**src/idr_pkg.sv**
```systemverilog
// idr_pkg: constants for the identify device responder
// Functional notes
// - command code ECh starts identification, answered by programmed-I/O data-in reads.
// - set busy, prepare 256 words, then set data request, clear busy, interrupt.
// - busy stays set for as long as media preparation lasts.
// - reserved bits and reserved words return zero.
// - fixed fields change only on media change; variable fields follow state.
// - bit-group words put bit n on host data line n.
// - sixteen bit values put msb on line 15, lsb on line 0.
// - 32-bit values send bits 15..0 first, then bits 31..16.
// - strings put first character on lines 15..8, second on 7..0.
// - word 0 holds class bit 15, removable bit 7, non-removable bit 6.
// - words 1, 3, 6 hold cylinders, heads, sectors per track.
// - serial in words 10-19, firmware in 23-26, model in 27-46.
// - word 22 holds count of extra long-command bytes per sector.
// - word 47 low byte is max sectors per interrupt, high byte vendor.
// - word 0 bits 14..8 and 5..1 vendor, bit 0 reads zero.
`default_nettype none
package idr_pkg;
    localparam logic [7:0] IDR_CMD_IDENTIFY = 8'hEC;
    localparam int IDR_WORDS = 256;
    localparam int IDR_PTR_W = 8;
    localparam logic [7:0] IDR_LAST_WORD = 8'hFF;
    localparam logic [7:0] IDR_W_CONFIG = 8'h00;
    localparam logic [7:0] IDR_W_CYL = 8'h01;
    localparam logic [7:0] IDR_W_HEADS = 8'h03;
    localparam logic [7:0] IDR_W_SPT = 8'h06;
    localparam logic [7:0] IDR_W_SERIAL_LO = 8'h0A;
    localparam logic [7:0] IDR_W_SERIAL_HI = 8'h13;
    localparam logic [7:0] IDR_W_LONG_BYTES = 8'h16;
    localparam logic [7:0] IDR_W_FW_LO = 8'h17;
    localparam logic [7:0] IDR_W_FW_HI = 8'h1A;
    localparam logic [7:0] IDR_W_MODEL_LO = 8'h1B;
    localparam logic [7:0] IDR_W_MODEL_HI = 8'h2E;
    localparam logic [7:0] IDR_W_MULTI = 8'h2F;
    localparam int IDR_BIT_CLASS = 15;
    localparam int IDR_BIT_REMOVABLE = 7;
    localparam int IDR_BIT_FIXED = 6;
    localparam int IDR_SERIAL_CHARS = 20;
    localparam int IDR_FW_CHARS = 8;
    localparam int IDR_MODEL_CHARS = 40;
    localparam logic [15:0] IDR_ZERO_WORD = 16'h0000;
    localparam logic [6:0] IDR_VEND_HI_MASK = 7'h7F;
    localparam logic [4:0] IDR_VEND_LO_MASK = 5'h1F;
    typedef enum logic [1:0] {
        IDR_IDLE = 2'b00,
        IDR_PREP = 2'b01,
        IDR_XFER = 2'b10
    } idr_state_e;
endpackage : idr_pkg
`default_nettype wire

```
**src/idr_string_word.sv**
```systemverilog
// idr_string_word: picks one 16-bit word out of a packed ascii string
`default_nettype none
module idr_string_word #(
    parameter int CHARS = 20
) (
    input wire logic [CHARS*8-1:0] str_i,
    input wire logic [7:0] index_i,
    output logic [15:0] word_o
);
    // str_i holds first character in its top byte
    localparam int WORDS = CHARS / 2;
    logic [15:0] words [WORDS];
    genvar g;
    generate
        for (g = 0; g < WORDS; g++) begin : g_w
            assign words[g] = str_i[CHARS*8-1-16*g -: 16];
        end
    endgenerate
    always_comb begin
        word_o = 16'h0000;
        for (int i = 0; i < WORDS; i++) begin
            if (index_i == 8'(i)) begin
                word_o = words[i];
            end
        end
    end
endmodule : idr_string_word
`default_nettype wire

```
**src/idr_word_mux.sv**
```systemverilog
// idr_word_mux: forms the parameter word at a given index
`default_nettype none
module idr_word_mux #(
    parameter int SER_CHARS = 20,
    parameter int FW_CHARS = 8,
    parameter int MOD_CHARS = 40
) (
    input wire logic [7:0] ptr_i,
    input wire logic packet_class_i,
    input wire logic removable_i,
    input wire logic fixed_dev_i,
    input wire logic [6:0] vend_hi_i,
    input wire logic [4:0] vend_lo_i,
    input wire logic [15:0] cylinders_i,
    input wire logic [15:0] heads_i,
    input wire logic [15:0] spt_i,
    input wire logic [SER_CHARS*8-1:0] serial_i,
    input wire logic [15:0] long_bytes_i,
    input wire logic [FW_CHARS*8-1:0] firmware_i,
    input wire logic [MOD_CHARS*8-1:0] model_i,
    input wire logic [7:0] multi_vendor_i,
    input wire logic [7:0] multi_max_i,
    output logic [15:0] word_o
);
    logic [15:0] ser_w;
    logic [15:0] fw_w;
    logic [15:0] mod_w;
    idr_string_word #(.CHARS(SER_CHARS)) u_ser (
        .str_i(serial_i),
        .index_i(8'(ptr_i - idr_pkg::IDR_W_SERIAL_LO)),
        .word_o(ser_w)
    );
    idr_string_word #(.CHARS(FW_CHARS)) u_fw (
        .str_i(firmware_i),
        .index_i(8'(ptr_i - idr_pkg::IDR_W_FW_LO)),
        .word_o(fw_w)
    );
    idr_string_word #(.CHARS(MOD_CHARS)) u_mod (
        .str_i(model_i),
        .index_i(8'(ptr_i - idr_pkg::IDR_W_MODEL_LO)),
        .word_o(mod_w)
    );
    always_comb begin
        word_o = idr_pkg::IDR_ZERO_WORD;
        if (ptr_i == idr_pkg::IDR_W_CONFIG) begin
            word_o[idr_pkg::IDR_BIT_CLASS] = packet_class_i;
            word_o[14:8] = vend_hi_i & idr_pkg::IDR_VEND_HI_MASK;
            word_o[idr_pkg::IDR_BIT_REMOVABLE] = removable_i;
            word_o[idr_pkg::IDR_BIT_FIXED] = fixed_dev_i;
            word_o[5:1] = vend_lo_i & idr_pkg::IDR_VEND_LO_MASK;
            word_o[0] = 1'b0;
        end else if (ptr_i == idr_pkg::IDR_W_CYL) begin
            word_o = cylinders_i;
        end else if (ptr_i == idr_pkg::IDR_W_HEADS) begin
            word_o = heads_i;
        end else if (ptr_i == idr_pkg::IDR_W_SPT) begin
            word_o = spt_i;
        end else if (ptr_i >= idr_pkg::IDR_W_SERIAL_LO && ptr_i <= idr_pkg::IDR_W_SERIAL_HI) begin
            word_o = ser_w;
        end else if (ptr_i == idr_pkg::IDR_W_LONG_BYTES) begin
            word_o = long_bytes_i;
        end else if (ptr_i >= idr_pkg::IDR_W_FW_LO && ptr_i <= idr_pkg::IDR_W_FW_HI) begin
            word_o = fw_w;
        end else if (ptr_i >= idr_pkg::IDR_W_MODEL_LO && ptr_i <= idr_pkg::IDR_W_MODEL_HI) begin
            word_o = mod_w;
        end else if (ptr_i == idr_pkg::IDR_W_MULTI) begin
            word_o = {multi_vendor_i, multi_max_i};
        end
    end
endmodule : idr_word_mux
`default_nettype wire

```
**src/idr_responder.sv**
```systemverilog
// idr_responder: identify command sequencer and data-register word source
`default_nettype none
module idr_responder #(
    parameter int SER_CHARS = 20,
    parameter int FW_CHARS = 8,
    parameter int MOD_CHARS = 40
) (
    input wire logic clk_i,
    input wire logic rst_i,
    // ****************************************
    // command and host read strobes, media ready and media change
    // ****************************************
    input wire logic cmd_wr_i,
    input wire logic [7:0] cmd_i,
    input wire logic data_rd_i,
    input wire logic media_ready_i,
    input wire logic media_changed_i,
    // ****************************************
    // identification contents
    // ****************************************
    input wire logic packet_class_i,
    input wire logic removable_i,
    input wire logic fixed_dev_i,
    input wire logic [6:0] vend_hi_i,
    input wire logic [4:0] vend_lo_i,
    input wire logic [15:0] cylinders_i,
    input wire logic [15:0] heads_i,
    input wire logic [15:0] spt_i,
    input wire logic [SER_CHARS*8-1:0] serial_i,
    input wire logic [15:0] long_bytes_i,
    input wire logic [FW_CHARS*8-1:0] firmware_i,
    input wire logic [MOD_CHARS*8-1:0] model_i,
    input wire logic [7:0] multi_vendor_i,
    input wire logic [7:0] multi_max_i,
    // ****************************************
    // status and data toward the host
    // ****************************************
    output logic busy_status_bit_o,
    output logic data_request_bit_o,
    output logic drive_ready_bit_o,
    output logic intrq_o,
    output logic [15:0] host_data_bus_o
);
    idr_pkg::idr_state_e state_q, state_d;
    logic [7:0] ptr_q, ptr_d;
    logic [15:0] data_q, data_d;
    logic irq_q, irq_d;
    logic [15:0] word_w;
    logic [7:0] mux_ptr;

    // ****************************************
    // word source
    // ****************************************
    // the next word is fetched ahead so the data register always holds the current one
    idr_word_mux #(.SER_CHARS(SER_CHARS), .FW_CHARS(FW_CHARS), .MOD_CHARS(MOD_CHARS)) u_mux (
        .ptr_i(mux_ptr),
        .packet_class_i(packet_class_i),
        .removable_i(removable_i),
        .fixed_dev_i(fixed_dev_i),
        .vend_hi_i(vend_hi_i),
        .vend_lo_i(vend_lo_i),
        .cylinders_i(cylinders_i),
        .heads_i(heads_i),
        .spt_i(spt_i),
        .serial_i(serial_i),
        .long_bytes_i(long_bytes_i),
        .firmware_i(firmware_i),
        .model_i(model_i),
        .multi_vendor_i(multi_vendor_i),
        .multi_max_i(multi_max_i),
        .word_o(word_w)
    );

    // ****************************************
    // sequencer
    // ****************************************
    always_comb begin
        state_d = state_q;
        ptr_d = ptr_q;
        data_d = data_q;
        irq_d = irq_q;
        mux_ptr = ptr_q;
        unique case (state_q)
            idr_pkg::IDR_IDLE: begin
                // other opcodes belong to other logic and are ignored here
                if (cmd_wr_i && cmd_i == idr_pkg::IDR_CMD_IDENTIFY) begin
                    state_d = idr_pkg::IDR_PREP;
                    ptr_d = 8'h00;
                    irq_d = 1'b0;
                end
            end
            idr_pkg::IDR_PREP: begin
                // word 0 is sampled once media is ready; later words are taken from the inputs as each read advances
                mux_ptr = 8'h00;
                if (media_ready_i) begin
                    data_d = word_w;
                    state_d = idr_pkg::IDR_XFER;
                    irq_d = 1'b1;
                end
            end
            idr_pkg::IDR_XFER: begin
                mux_ptr = 8'(ptr_q + 8'h01);
                if (data_rd_i) begin
                    irq_d = 1'b0;
                    ptr_d = 8'(ptr_q + 8'h01);
                    data_d = word_w;
                    if (ptr_q == idr_pkg::IDR_LAST_WORD) begin
                        state_d = idr_pkg::IDR_IDLE;
                        data_d = idr_pkg::IDR_ZERO_WORD;
                    end
                end
            end
            default: begin
                state_d = idr_pkg::IDR_IDLE;
            end
        endcase
        if (media_changed_i && state_q == idr_pkg::IDR_IDLE) begin
            irq_d = 1'b0;
        end
    end

    always_ff @(posedge clk_i) begin
        if (rst_i) begin
            state_q <= idr_pkg::IDR_IDLE;
            ptr_q <= 8'h00;
            data_q <= 16'h0000;
            irq_q <= 1'b0;
        end else begin
            state_q <= state_d;
            ptr_q <= ptr_d;
            data_q <= data_d;
            irq_q <= irq_d;
        end
    end

    // ****************************************
    // status
    // ****************************************
    assign busy_status_bit_o = (state_q == idr_pkg::IDR_PREP);
    assign data_request_bit_o = (state_q == idr_pkg::IDR_XFER);
    assign drive_ready_bit_o = (state_q != idr_pkg::IDR_PREP);
    assign intrq_o = irq_q;
    assign host_data_bus_o = data_q;
endmodule : idr_responder
`default_nettype wire

```
**config.mk**
```make
export PLATFORM = sky130hd
export DESIGN_NAME = idr_responder
export DESIGN_NICKNAME = d
export VERILOG_FILES = /design/src/idr_pkg.sv /design/src/idr_string_word.sv /design/src/idr_word_mux.sv /design/src/idr_responder.sv
export SDC_FILE = /design/constraint.sdc
export NUM_CORES = 1
export LEC_CHECK = 0
export BUFFER_PORTS_ARGS = -buffer_cell sky130_fd_sc_hd__buf_2
export CORE_AREA = 4 4 260 262
export DETAILED_ROUTE_END_ITERATION = 7
export DIE_AREA = 0 0 264 266
export SLEW_MARGIN = 10
export SYNTH_ARGS = -nofsm -noshare
export SYNTH_HDL_FRONTEND = slang
export SYNTH_HIERARCHICAL = 1
export SYNTH_SLANG_ARGS = --single-unit
```
**constraint.sdc**
```tcl
create_clock -name clk_i -period 6.9 [get_ports clk_i]
set_input_delay 0.69 -clock clk_i [delete_from_list [all_inputs] [get_ports clk_i]]
set_output_delay 0.69 -clock clk_i [all_outputs]
set_load 0.01 [all_outputs]
```
---- Word-level counts from Yosys, hierarchy flattened ----
Cells that the tools add are included.
operators by class
  add/sub/neg operators ................... 4
  muxes and demuxes ....................... 60
  magnitude comparators ................... 6
  equal/unequal tests ..................... 45
  reduce and logical (&&, ||, !) cells .... 18
operator list
  kind                                                                    count
  16-bit 2-to-1 mux                                                       46
  8-bit by 4-bit == test with 1-bit output (second input constant)        10
  8-bit by 3-bit == test with 1-bit output (second input constant)        9
  8-bit by 2-bit == test with 1-bit output (second input constant)        7
  8-bit by 5-bit == test with 1-bit output (second input constant)        5
  8-bit by 1-bit == test with 1-bit output (second input constant)        4
  8-bit logical NOT                                                       4
  16-bit case mux with 2 select lines                                     1
  8-bit case mux with 2 select lines                                      2
  8-bit == test (second input constant)                                   2
  8-bit by 5-bit >= comparator with 1-bit output (second input constant)  2
  8-bit by 5-bit <= comparator with 1-bit output (second input constant)  2
  8-bit 2-to-1 mux                                                        2
  8-bit by 5-bit subtractor with 8-bit output (second input constant)     2
  8-bit by 1-bit adder with 8-bit output (second input constant)          1
  8-bit by 6-bit == test with 1-bit output (second input constant)        1
  8-bit by 4-bit >= comparator with 1-bit output (second input constant)  1
  8-bit by 6-bit <= comparator with 1-bit output (second input constant)  1
  2-bit 2-to-1 mux                                                        4
  4-bit AND reduction                                                     2
  8-bit by 4-bit subtractor with 8-bit output (second input constant)     1
  2-bit != test (second input constant)                                   3
  2-bit case mux with 3 select lines                                      1
  3-bit AND reduction                                                     2
  other kinds (10)                                                        18
storage, ports and cells
  input port bits ......................... 653
  register bits after elaboration ......... 27
  word-level logic and storage cells ...... 137
  output and inout bits ................... 20

---- Longest topological paths before layout ----
Gate-level depths: netlist (run 1).
  word-level depth ........................ 35
  mapped depth ............................ 26
  gate-level depth less buffers ........... 22

---- By module ----
The synthesis (run 1) kept the hierarchy.
by module, submodules not included
  module                          cells an instance  times used  seq. area each (sq um)  area each (sq um)
  idr_string_word at u_mux.u_mod  515                1           0.0                     3,340.7
  idr_word_mux                    305                1           0.0                     1,909.3
  idr_string_word at u_mux.u_ser  218                1           0.0                     1,632.8
  idr_responder                   172                1           540.5                   1,382.6
  idr_string_word at u_mux.u_fw   40                 1           0.0                     548.0

---- Worst setup path before layout (run 1) ----
OpenSTA, ideal clock, no wires.
  path type ............................... flip-flop to flip-flop
  start ................................... register state_q[0]
  end ..................................... register data_q[14] (netlist: host_data_bus_o[14])
  clock period less this slack ............ 4.872 ns
  path buffers ............................ 4
  setup time .............................. 0.132 ns
  stages on the path, launching flop included .. 26
  data required time ...................... 6.768 ns
  slack ................................... 2.028 ns
  arrival time ............................ 4.739 ns
  cells stage by stage .................... dfxtp_1 > inv_1 > ha_1 > and2_0 > clkbuf_1 > a21oi_1 > a31oi_1 > buf_2 > inv_1 > ha_1 > a21oi_1 > o21ai_0 > xnor2_1 > or4_4 > buf_6 > nor2_4 > buf_2 > nand2_1 > o22ai_1 > a31oi_1 > and3_1 > or4_1 > o2111ai_1 > a21oi_1 > nand3_1 > a21oi_1
on the way
  word-level cells in the longest chain between the ends .. 35
  elaborated cells between the ends (all ways) .. 106
  those cells by class .................... 3 x add/sub; 6 x order compare; 40 x eq/ne; 48 x mux; 9 x reduce/logical
ends and longest elaborated chain
  element                                        RTL line               source
  start: declaration                             idr_responder.sv:44    idr_pkg::idr_state_e state_q, state_d;
  start signal: assignment                       idr_responder.sv:124   state_q <= idr_pkg::IDR_IDLE;
  start signal: assignment                       idr_responder.sv:129   state_q <= state_d;
  2-bit == test *                                --
  net data_request_bit_o                         idr_responder.sv:39    output logic data_request_bit_o,
  8-bit case mux with 2 select lines *           idr_responder.sv:83    unique case (state_q)
  net mux_ptr[2]                                 idr_responder.sv:49    logic [7:0] mux_ptr;
  8-bit by 5-bit subtractor with 8-bit output *  idr_word_mux.sv:40     .index_i(8'(ptr_i - idr_pkg::IDR_W_MODEL_LO)),
  8-bit logical NOT                              idr_string_word.sv:22  if (index_i == 8'(i)) begin
  16-bit 2-to-1 mux (19 in series)               idr_string_word.sv:22
  16-bit 2-to-1 mux *                            idr_string_word.sv:22
  net u_mux.mod_w[14]                            idr_word_mux.sv:27     logic [15:0] mod_w;
  [4 not listed]                                 --
  16-bit 2-to-1 mux *                            idr_word_mux.sv:56     end else if (ptr_i == idr_pkg::IDR_W_SPT) begin
  16-bit 2-to-1 mux *                            idr_word_mux.sv:54     end else if (ptr_i == idr_pkg::IDR_W_HEADS) begin
  16-bit 2-to-1 mux *                            idr_word_mux.sv:52     end else if (ptr_i == idr_pkg::IDR_W_CYL) begin
  16-bit 2-to-1 mux *                            idr_word_mux.sv:45     if (ptr_i == idr_pkg::IDR_W_CONFIG) begin
  net word_w[14]                                 idr_responder.sv:48    logic [15:0] word_w;
  16-bit 2-to-1 mux                              idr_responder.sv:107   if (ptr_q == idr_pkg::IDR_LAST_WORD) begin
  16-bit 2-to-1 mux                              idr_responder.sv:103   if (data_rd_i) begin
  16-bit case mux with 2 select lines *          idr_responder.sv:83
  end signal: assignment                         idr_responder.sv:131   data_q <= data_d;
  end: declaration                               idr_responder.sv:46    logic [15:0] data_q, data_d;
The timed path passes the listed nets; every way through them passes the cells marked *. The select of a mux whose other input is x is not followed.
A chain may end at the register's enable or synchronous reset.

---- Final worst setup path (run 1) ----
  start ................................... register state_q[1]
  end ..................................... register data_q[10] (netlist: host_data_bus_o[10])
on the way
  word-level cells in the longest chain between the ends .. 35
  elaborated cells between the ends (all ways) .. 106
  those cells by class .................... 3 x add/sub; 6 x order compare; 40 x eq/ne; 48 x mux; 9 x reduce/logical
ends and longest elaborated chain
  element                                                                    RTL line
  2-bit == test or 2-bit by 1-bit == test with 1-bit output (tied branches)  idr_responder.sv:83
  8-bit case mux with 2 select lines *                                       idr_responder.sv:83
  net mux_ptr[2]                                                             idr_responder.sv:49
  8-bit by 5-bit subtractor with 8-bit output *                              idr_word_mux.sv:40
  8-bit logical NOT                                                          idr_string_word.sv:22
  16-bit 2-to-1 mux (19 in series)                                           idr_string_word.sv:22
  16-bit 2-to-1 mux *                                                        idr_string_word.sv:22
  net u_mux.mod_w[10]                                                        idr_word_mux.sv:27
  [4 not listed]                                                             --
  16-bit 2-to-1 mux *                                                        idr_word_mux.sv:56
  16-bit 2-to-1 mux *                                                        idr_word_mux.sv:54
  16-bit 2-to-1 mux *                                                        idr_word_mux.sv:52
  16-bit 2-to-1 mux *                                                        idr_word_mux.sv:45
  net word_w[10]                                                             idr_responder.sv:48
  16-bit 2-to-1 mux                                                          idr_responder.sv:107
  16-bit 2-to-1 mux                                                          idr_responder.sv:103
  16-bit case mux with 2 select lines *                                      idr_responder.sv:83
Marked as above.

==> results of run 1 <==
-- area by class of cell --
cell class / count / area share
Antenna cell: 12 / 0.00229
Clock buffer: 3 / 0.00573
Clock inverter: 1 / 0.000573
Inverter: 20 / 0.00611
Multi-Input combinational cell: 1075 / 0.585
Sequential cell: 27 / 0.0413
Tap cell: 864 / 0.0825
Timing Repair Buffer: 704 / 0.276
-- per-stage QoR --
stage	instances	power, uW	hold WS, ns	instance area (um2)
5_1_grt	2698	718	0.475	13100
6_report	2706	679	0.451	13100
2_1_floorplan	1250	280	0.466	8810
3_3_place_gp	2690	536	0.439	13000
4_1_cts	2694	685	0.455	13100
3_5_place_dp	2690	537	0.446	13000
-- power groups by stage --
| stage | combinational [uW] | clock, uW | sequential, uW |
|---|---|---|---|
| 2_1_floorplan | 109 | 0 | 171 |
| 3_3_place_gp | 367 | 0 | 169 |
| 3_5_place_dp | 368 | 0 | 169 |
| 4_1_cts | 370 | 149 | 165 |
| 5_1_grt | 399 | 153 | 166 |
| 6_report | 368 | 145 | 165 |
-- worst min path at each step --
stage	end	cells after the start	slack (ns)	from
final	host_data_bus_o[12]	2	0.45	host_data_bus_o[12]
after global routing	host_data_bus_o[1]	2	0.48	host_data_bus_o[1]
after CTS	host_data_bus_o[12]	2	0.46	host_data_bus_o[12]
after detailed placement	host_data_bus_o[12]	2	0.45	host_data_bus_o[12]
after global placement	host_data_bus_o[6]	2	0.44	host_data_bus_o[6]
after floorplan	state_q[1]	2	0.47	state_q[1]
-- metal layers --
metal,track usage,part of all wire
met5,0,0.0038
met2,0.298,0.46
met3,0.0448,0.094
met4,0.0330,0.022
met1,0.239,0.42
-- registers in the layout, summed over array words and instances (netlist names) --
signal,flops
host_data_bus_o,16
state_q,2
ptr_q,8
intrq_o,1
-- cells by family after synthesis --
| logic type | Yosys count | synth area share |
|---|---|---|
| compound gates | 521 | 0.405 |
| xor+xnor | 16 | 0.0159 |
| fa+ha+maj | 12 | 0.0170 |
| buf+inv | 148 | 0.0757 |
| flops | 27 | 0.0613 |
| mux | 139 | 0.202 |
| simple gates | 387 | 0.223 |
-- critical path, stage by stage (launching register included) --
cell and delay (ns):
dfxtp_1 0.36, inv_1 0.08, ha_1 0.58, and2_0 0.37
a21oi_1 0.11, a31oi_1 0.15, buf_4 0.24, inv_1 0.09
ha_1 0.19, a21oi_1 0.29, o21ai_0 0.15, xnor2_1 0.18
nor4_2 0.39, buf_4 0.25, nand2_1 0.33, nor2_1 0.53
a21oi_1 0.16, a32o_1 0.25, a41oi_1 0.31, a311oi_1 0.23
nor3_1 0.49, a221o_1 0.18, nand3_1 0.06, a21oi_1 0.16
-- placed cells by master, fill, tap and decap left out, types with 45 or more instances in the layout --
master      n
a211oi_1   48
a21oi_1   123
buf_2     672
mux2_2     51
mux2i_1    63
nand2_1    71
nand2b_1   45
nand3_1    46
nor2_1    105
o21ai_0    84
o22ai_1    51
==> reports/metrics.yaml, run 1 <==
yosysWarnings: 6
switchingPower_uw: 240
drc: 0
p_clk_frac: 0.213
wl_per_cell_um: 25.4
die_width_um: 264
worstPathMaxFanout: 15
synth-seq-cells: 27
nets: 2496
hold_viol: 0
async_reset_ff_frac: 0
regArea_um2: 541
hold_path_class: "flop to flop"
r2r_start: "state_q[1]"
leakagePower_uw: 0.00547
ant_nets: 0
area.growth.synth_to_final_pct: 48.6
worstMarginPinSlew_ns: 1.13
syn_avg_cell_area_um2: 7.05
drive_above_1_share: 0.444
cts.reportedPaths.clkPinSlew_ns: 0.08
vias_per_cell: 4.96
netlist_instances: 1250
rsz0062_at_grt: "no"
period_needed_ns: 6.20
htree_levels: 1
reg2reg_depth: 23
synth-main-ff-cell: "dfxtp_1"
ys_seq_area_frac: 0.0613
rows: 94
postCtsSetupRepairBufs: 0
via_count: 13426
tritoncts: "built"
maxSlewHeadroom: 0.241
crit_path_end: "host_data_bus_o[10]"
synth_largest_area_cell: "mux2i_1"
synth.distinct_cells: 81
io_buffer_count: 672
r2r_slack_ns: 0.70
start_util: 0.135
drv_cap: 0
multi_input_area_um2: 7670
startpoint: "state_q[1]"
syn_area_um2: 8810
cts_max_path_buffers: 2
crit_type: "flop to flop"
grt-ovfl-total: 0
ir_drop_uv: 81.2
start_kind: "flop"
worst_slack_ns: 0.699
cts-resized-gates: 0
synthTopCellsByCount: "a21oi_1 (123), nor2_1 (105), o21ai_0 (84), nand2_1 (71), clkbuf_1 (67)"
slew_violations: 0
fp.dieH_um: 266
final_core_util: 0.200
finalCritPeriodShare: 0.899
crit_required_ns: 7.10
cts_sinks: 27
synth_most_common_cell: "a21oi_1"
place_ws_ns: 0.757
grt_usage: 0.180
drt_wl_total_um: 68900
drt_iter0_markers: 1437
synth.top_cell.area_share: 0.0727
numCtsBuffers: 3
die_area_um2: 70200
fmax_ghz: 0.161
r2r_end: "host_data_bus_o[10]"
grt_pass1_vias: 12668
skew_ns: 0.0106
fillerInstances: 7479
placeableCoreArea_um2: 65400
cp.arrival_ns: 6.40
synth_edf_count: 0
dp.final_hpwl_um: 58400
cp-end-kind: "flop"
place_congestion: 0.935
cts-hold-fix-buffers: 0
status: "finished clean"
clockRootBuffer: "clkbuf_16"
clk_latency_ns: 0.27
ys_top_cells_by_area: "mux2i_1 (7.3%), a21oi_1 (7.0%), mux2_2 (6.5%)"
pwr_density_cell_nw_per_um2: 51.8
grt_max_degree: 75
p_comb_frac: 0.543
grt_antenna_before_repair: 46
p_int_uw: 439
pwr-share-seq: 0.244
switching_share: 0.353
finalSetupViolations: 0
ios: 673
drt_pre_antenna_iters: 6
synth_nets: 1915
setup_tns_ns: 0
grt_pass1_wl_um: 92700
No activity file was read; power rests on OpenSTA's default activity.
==> run 2: changes to the inputs <==
--- a/config.mk
+++ b/config.mk
@@ -7,6 +7,7 @@
 export LEC_CHECK = 0
 export BUFFER_PORTS_ARGS = -buffer_cell sky130_fd_sc_hd__buf_2
 export CORE_AREA = 4 4 260 262
+export CTS_BUF_LIST = sky130_fd_sc_hd__clkbuf_4
 export DETAILED_ROUTE_END_ITERATION = 7
 export DIE_AREA = 0 0 264 266
 export SLEW_MARGIN = 10
==> run 2 against run 1 <==
Compared with the run above: total power decreased by 9.1%; register-to-register slack got worse by 0.12 ns; global-route usage about the same; via count decreased by 0.59%; clock power decreased by 43%; wire length about the same; non-clock buffer count unchanged; first-iteration DRC count decreased by 11%; core utilization decreased by 0.073 points; worst setup slack got worse by 0.12 ns; combinational power about the same; critical path depth unchanged; largest power group unchanged.
==> reports/metrics.yaml, run 2 (synthesis results as in run 1) <==
setup_tns_ns: 0  # unchanged
hold_path_class: "flop to flop"
ant_nets: 0  # unchanged
clockRootBuffer: "clkbuf_4"
crit_slowest_cell: "ha_1"
die_area_um2: 70200  # unchanged
largest_reg_flops: 16  # unchanged
grt_pass1_wl_um: 92700  # about the same
io_buffer_count: 672  # unchanged
crit_buf_inv: 4  # unchanged
skew_ns: 0.0197  # +0.00910 ns
pwr_density_cell_nw_per_um2: 47.3  # -8.8%
grt_max_degree: 75  # unchanged
worstPathMaxFanout: 15  # unchanged
cp-end-kind: "flop"
max_stage_delay_ns: 0.57  # about the same
rsz0062_at_grt: "no"
fillerInstances: 7487  # +0.11%
fp.dieH_um: 266  # unchanged
vias_per_cell: 4.93  # -0.66%
clk_latency_ns: 0.36  # +0.09 ns
critPathMostFrequentCell: "a21oi_1"
cts-resized-gates: 0  # unchanged
wl_per_cell_um: 25.4  # about the same
finalCritPeriodShare: 0.916  # +0.0174
final_cell_mix: "buf_2 (672), a21oi_1 (123), nor2_1 (105)"
crit_family: "simple AND/OR/NAND/NOR gates"
status: "finished clean"
ios: 673  # unchanged
cts_sinks: 27  # unchanged
drc: 0  # unchanged
start_util: 0.135  # unchanged
crit_required_ns: 7.18  # +0.08 ns
grt_antenna_before_repair: 46  # unchanged
postCtsSetupRepairBufs: 0  # unchanged
drt_iter0_markers: 1278  # -11%
cts.reportedPaths.clkPinSlew_ns: 0.20  # +0.12 ns
worst_slack_ns: 0.579  # -0.120 ns
htree_levels: 1  # unchanged
rows: 94  # unchanged
cts-hold-fix-buffers: 0  # unchanged
cts_max_path_buffers: 2  # unchanged
die_width_um: 264  # unchanged
hold_viol: 0  # unchanged
nets: 2496  # unchanged
drt_pre_antenna_iters: 5  # -1
ir_drop_uv: 55.0  # -32%
regArea_um2: 541  # unchanged
crit_type: "flop to flop"
multi_input_area_um2: 7670  # unchanged
grt_usage: 0.180  # about the same
fmax_ghz: 0.158  # -1.9%
numCtsBuffers: 3  # unchanged
start_kind: "flop"
grt-ovfl-total: 0  # unchanged
via_count: 13347  # -0.59%
period_needed_ns: 6.32  # +0.120 ns
slew_violations: 0  # unchanged
placeableCoreArea_um2: 65400  # unchanged
drv_cap: 0  # unchanged
dp.final_hpwl_um: 58400  # unchanged
drt_wl_total_um: 68900  # about the same
area.growth.synth_to_final_pct: 48.1
drive_above_1_share: 0.444  # unchanged
cp.arrival_ns: 6.61  # +0.21 ns
worstPathCellList: "inv_1, ha_1, and2_0, a21oi_1, a31oi_1, buf_4, inv_1, ha_1, a21oi_1, o21ai_0, xnor2_1, nor4_2, buf_4, nand2_1, nor2_1, a21oi_1, a32o_1, a41oi_1, a311oi_1, nor3_1, a221o_1, nand3_1, a21oi_1"
grt_pass1_vias: 12680  # +0.095%
place_congestion: 0.935  # unchanged
final_common_cell: "buf_2"
place_ws_ns: 0.757  # unchanged
leakagePower_uw: 0.00545  # -0.42%
maxSlewHeadroom: 0.218  # -0.0239
finalSetupViolations: 0  # unchanged
tritoncts: "built"
worstMarginPinSlew_ns: 1.17  # +0.0377 ns
run 2: cell types whose count changed in the layout (fill, tap and decap cells not counted):
cell,before,now
diode_2,12,14
clkbuf_4,0,3
clkbuf_16,3,0
run 2: stage by stage:
stage | utilization | cells | hold slack, ns | total power [uW] | area, um2
floorplan | - | 1250 | 0.466 | 280 | 8810
global placement | 0.199 | 2690 | 0.439 | 536 | 13000
detailed placement | 0.199 | 2690 | 0.446 | 537 | 13000
CTS | 0.199 | 2694 | 0.465 | 621 | 13000
global route | 0.199 | 2698 | 0.486 | 655 | 13000
finish | 0.200 | 2708 | 0.462 | 617 | 13100
run 2: area by class of cell:
cell class	instances	share of cell area
diodes	14	0.00268
flip-flops and latches	27	0.0414
clock buffers	3	0.00173
multi-input cells	1075	0.588
inverters	20	0.00613
repair buffers	704	0.277
well taps	864	0.0828
clock inverters	1	0.000575
run 2: layer usage:
metal	vias to the layer above	global-route usage	wire length (um)
met1	6363	0.239	28800
met5	-	0	261
met4	42	0.0341	1640
met2	748	0.297	31700
met3	108	0.0460	6480
li1	6086	-	-
run 2: path summary, 6_finish.rpt:
path                  startpoint  slack [ns]  depth (start not counted)             endpoint
max reg2reg           state_q[0]        0.58                         23  host_data_bus_o[10]
max                   state_q[0]        0.58                         23  host_data_bus_o[10]
min          host_data_bus_o[12]        0.46                          2  host_data_bus_o[12]
min reg2reg  host_data_bus_o[12]        0.46                          2  host_data_bus_o[12]
run 2: tightest hold or removal path: cells and delay by family, from the launching register on:
family	cells	cell delay [ns]
and+or+nand+nor	1	0.05
DFF	1	0.34
AOI/OAI and AO/OA	1	0.05
run 2: power breakdown:
group	switching [uW]	total (uW)	internal [uW]
registers	3.65	166	162
clock network	60.1	82.2	22.1
logic	171	369	198
==> run 3: changes to the inputs <==
--- a/config.mk
+++ b/config.mk
@@ -5,11 +5,12 @@
 export SDC_FILE = /design/constraint.sdc
 export NUM_CORES = 1
 export LEC_CHECK = 0
+export ABC_AREA = 1
 export BUFFER_PORTS_ARGS = -buffer_cell sky130_fd_sc_hd__buf_2
-export CORE_AREA = 4 4 260 262
+export CORE_AREA = 4 4 263 265
 export CTS_BUF_LIST = sky130_fd_sc_hd__clkbuf_4
 export DETAILED_ROUTE_END_ITERATION = 7
-export DIE_AREA = 0 0 264 266
+export DIE_AREA = 0 0 267 269
 export SLEW_MARGIN = 10
 export SYNTH_ARGS = -nofsm -noshare
 export SYNTH_HDL_FRONTEND = slang
==> run 3 against run 2 <==
Compared with the run above: sequential power rose by 70%; sequential share of layout area rose by 0.075 points; core utilization fell by 0.77 points; worst setup slack improved by 0.21 ns; via count rose by 4.2%; area after synthesis fell by 2.9%; total power rose to 4.9 times the previous value; register-to-register slack improved by 0.21 ns; critical path depth rose by 12; first-iteration DRC count fell by 23%; die area rose by 2.3%; critical path type unchanged.
==> reports/metrics.yaml, run 3 <==
maxSlewHeadroom: 0.257  # +0.0399
finalCritPeriodShare: 0.886  # -0.0300
multi_input_area_um2: 6900  # -10%
setup_tns_ns: 0  # unchanged
hold_viol: 0  # unchanged
start_kind: "flop"
synth-seq-cells: 27  # unchanged
p_clk_frac: 0.028  # -0.105
ios: 673  # unchanged
htree_levels: 1  # unchanged
leakagePower_uw: 0.00682  # +25%
grt-ovfl-total: 0  # unchanged
grt_antenna_before_repair: 25  # -46%
place_congestion: 0.987  # +5.6%
hold_path_class: "flop to flop"
synth_largest_area_cell: "nand2_1"
drt_wl_total_um: 63700  # -7.4%
drc: 0  # unchanged
syn_area_um2: 8560  # -2.9%
wl_per_cell_um: 19.4  # -24%
p_comb_frac: 0.878  # +0.280
worstMarginPinSlew_ns: 1.11  # -0.0635 ns
tritoncts: "built"
synth-main-ff-cell: "dfxtp_1"
cp-end-kind: "flop"
io_buffer_count: 672  # unchanged
synth_most_common_cell: "nand2_1"
placeableCoreArea_um2: 66800  # +2.2%
switching_share: 0.647  # +0.267
die_width_um: 267  # +1.1%
slew_violations: 0  # unchanged
synthTopCellsByCount: "nand2_1 (712), nor2_1 (239), inv_1 (169), nand3_1 (158), nand4_1 (116)"
cts_sinks: 27  # unchanged
final_cell_mix: "nand2_1 (712), buf_2 (672), nor2_1 (239)"
nets: 3063  # +23%
crit_slowest_cell: "ha_1"
cts-resized-gates: 0  # unchanged
async_reset_ff_frac: 0  # unchanged
switchingPower_uw: 1960  # +730%
yosysWarnings: 6  # unchanged
final_cells: 3278  # +21%
period_needed_ns: 6.11  # -0.207 ns
synth_nets: 2434  # +27%
grt_usage: 0.162  # -0.0174
grt_pass1_wl_um: 86200  # -7.0%
pwr-share-seq: 0.094  # -0.175
via_count: 13902  # +4.2%
cts-hold-fix-buffers: 0  # unchanged
numCtsBuffers: 3  # unchanged
cts.reportedPaths.clkPinSlew_ns: 0.18  # -0.02 ns
rows: 95  # +1.1%
status: "finished clean"
grt_pass1_vias: 13150  # +3.7%
crit_required_ns: 7.17  # about the same
max_stage_delay_ns: 0.52  # -0.05 ns
drt_iter0_markers: 984  # -23%
critPathMostFrequentCell: "nand2_1"
largest_reg_flops: 16  # unchanged
cts_max_path_buffers: 2  # unchanged
fmax_ghz: 0.164  # +3.4%
dp_cells: 3266  # +21%
crit_type: "flop to flop"
synth.top_cell.area_share: 0.312  # +0.240
drt_pre_antenna_iters: 5  # unchanged
fp.dieH_um: 269  # +1.1%
vias_per_cell: 4.24  # -14%
start_util: 0.128  # -0.00663
die_area_um2: 71800  # +2.3%
drv_cap: 0  # unchanged
ys_top_cells_by_area: "nand2_1 (31%), nor2_1 (10%), nand3_1 (9.2%)"
ir_drop_uv: 296  # +440%
ys_seq_area_frac: 0.0631  # +0.00181
postCtsSetupRepairBufs: 0  # unchanged
area.growth.synth_to_final_pct: 49.8
pwr_density_cell_nw_per_um2: 236  # +400%
dp.final_hpwl_um: 56200  # -3.8%
cp.arrival_ns: 6.38  # -0.23 ns
fillerInstances: 7990  # +6.7%
syn_avg_cell_area_um2: 4.84  # -31%
final_core_util: 0.192  # -0.00769
rsz0062_at_grt: "no"
clk_latency_ns: 0.36  # about the same
clockRootBuffer: "clkbuf_4"
synth_edf_count: 0  # unchanged
final_common_cell: "nand2_1"
finalSetupViolations: 0  # unchanged
skew_ns: 0.00551  # -0.0142 ns
drive_above_1_share: 0.339  # -0.105
synth.distinct_cells: 40  # -51%
netlist_instances: 1769  # +42%
grt_max_degree: 37  # -51%
regArea_um2: 541  # unchanged
worstPathMaxFanout: 16  # +1
ant_nets: 0  # unchanged
p_int_uw: 1070  # +180%
## run 3: cell count changes in the layout (fill, tap and decap cells not counted), sizes merged, moves of 49 or more
cell and delta:
a21oi -73, inv +169, nand3 +114, nand2 +666
mux2 -51, o21ai -58, o22ai -50, a211oi -49
mux2i -64, nand4 +105, nor2 +161
## run 3: routing by layer
metal | share of wire | vias to the layer above | wire, um | track usage
li1 | - | 6856 | - | -
met2 | 0.49 | 731 | 31200 | 0.294
met1 | 0.39 | 6189 | 24700 | 0.187
met3 | 0.072 | 118 | 4600 | 0.0235
met5 | 0.00093 | - | 59 | 0
met4 | 0.050 | 8 | 3180 | 0.0781
## run 3: area by class of cell
type,instances,share of cell area
Antenna cell,8,0.00156
Clock buffer,4,0.00234
Inverter,191,0.0562
Multi-Input combinational cell,1483,0.538
Sequential cell,27,0.0422
Tap cell,873,0.0852
Timing Repair Buffer,692,0.274
## run 3: path summary, 6_finish.rpt
path / startpoint / to / slack [ns] / depth (start not counted)
worst min-delay path: intrq_o / intrq_o / 0.53 / 4
worst min register to register: intrq_o / intrq_o / 0.53 / 4
worst max register to register: state_q[0] / host_data_bus_o[5] / 0.79 / 35
worst max-delay path: state_q[0] / host_data_bus_o[5] / 0.79 / 35
## run 3: critical path, delay by kind of cell (launching register included)
kind,cells,cell delay [ns]
flip-flops,1,0.35
buffers and inverters,4,0.53
AND/OR/NAND/NOR,25,3.39
adder cells (fa/ha/maj),2,0.83
AO/OA/AOI/OAI,3,0.67
XOR/XNOR,1,0.22
## run 3: per-stage QoR
step / power (uW) / instance area (um2) / hold WS [ns] / worst slack [ns]
6_report: 3020 / 12800 / 0.528 / 0.786
5_1_grt: 3350 / 12800 / 0.568 / 0.156
4_1_cts: 3040 / 12800 / 0.531 / 0.867
3_5_place_dp: 2950 / 12800 / 0.505 / 0.894
3_3_place_gp: 2950 / 12800 / 0.501 / 1.01
2_1_floorplan: 2020 / 8560 / 0.500 / 2.52
## run 3: logic make-up after synthesis
family | synth area share
XOR/XNOR | 0.0133
flip-flops | 0.0631
AND/OR/NAND/NOR | 0.708
adder cells (fa/ha/maj) | 0.0175
AO/OA/AOI/OAI | 0.0666
buffers and inverters | 0.132
## run 3: power by group through the flow
stage / sequential, uW / combinational (uW) / clock [uW]
finish: 283 / 2650 / 86.1
global route: 293 / 2970 / 95.6
CTS: 282 / 2670 / 90.7
detailed placement: 283 / 2660 / 0
global placement: 286 / 2660 / 0
floorplan: 295 / 1720 / 0
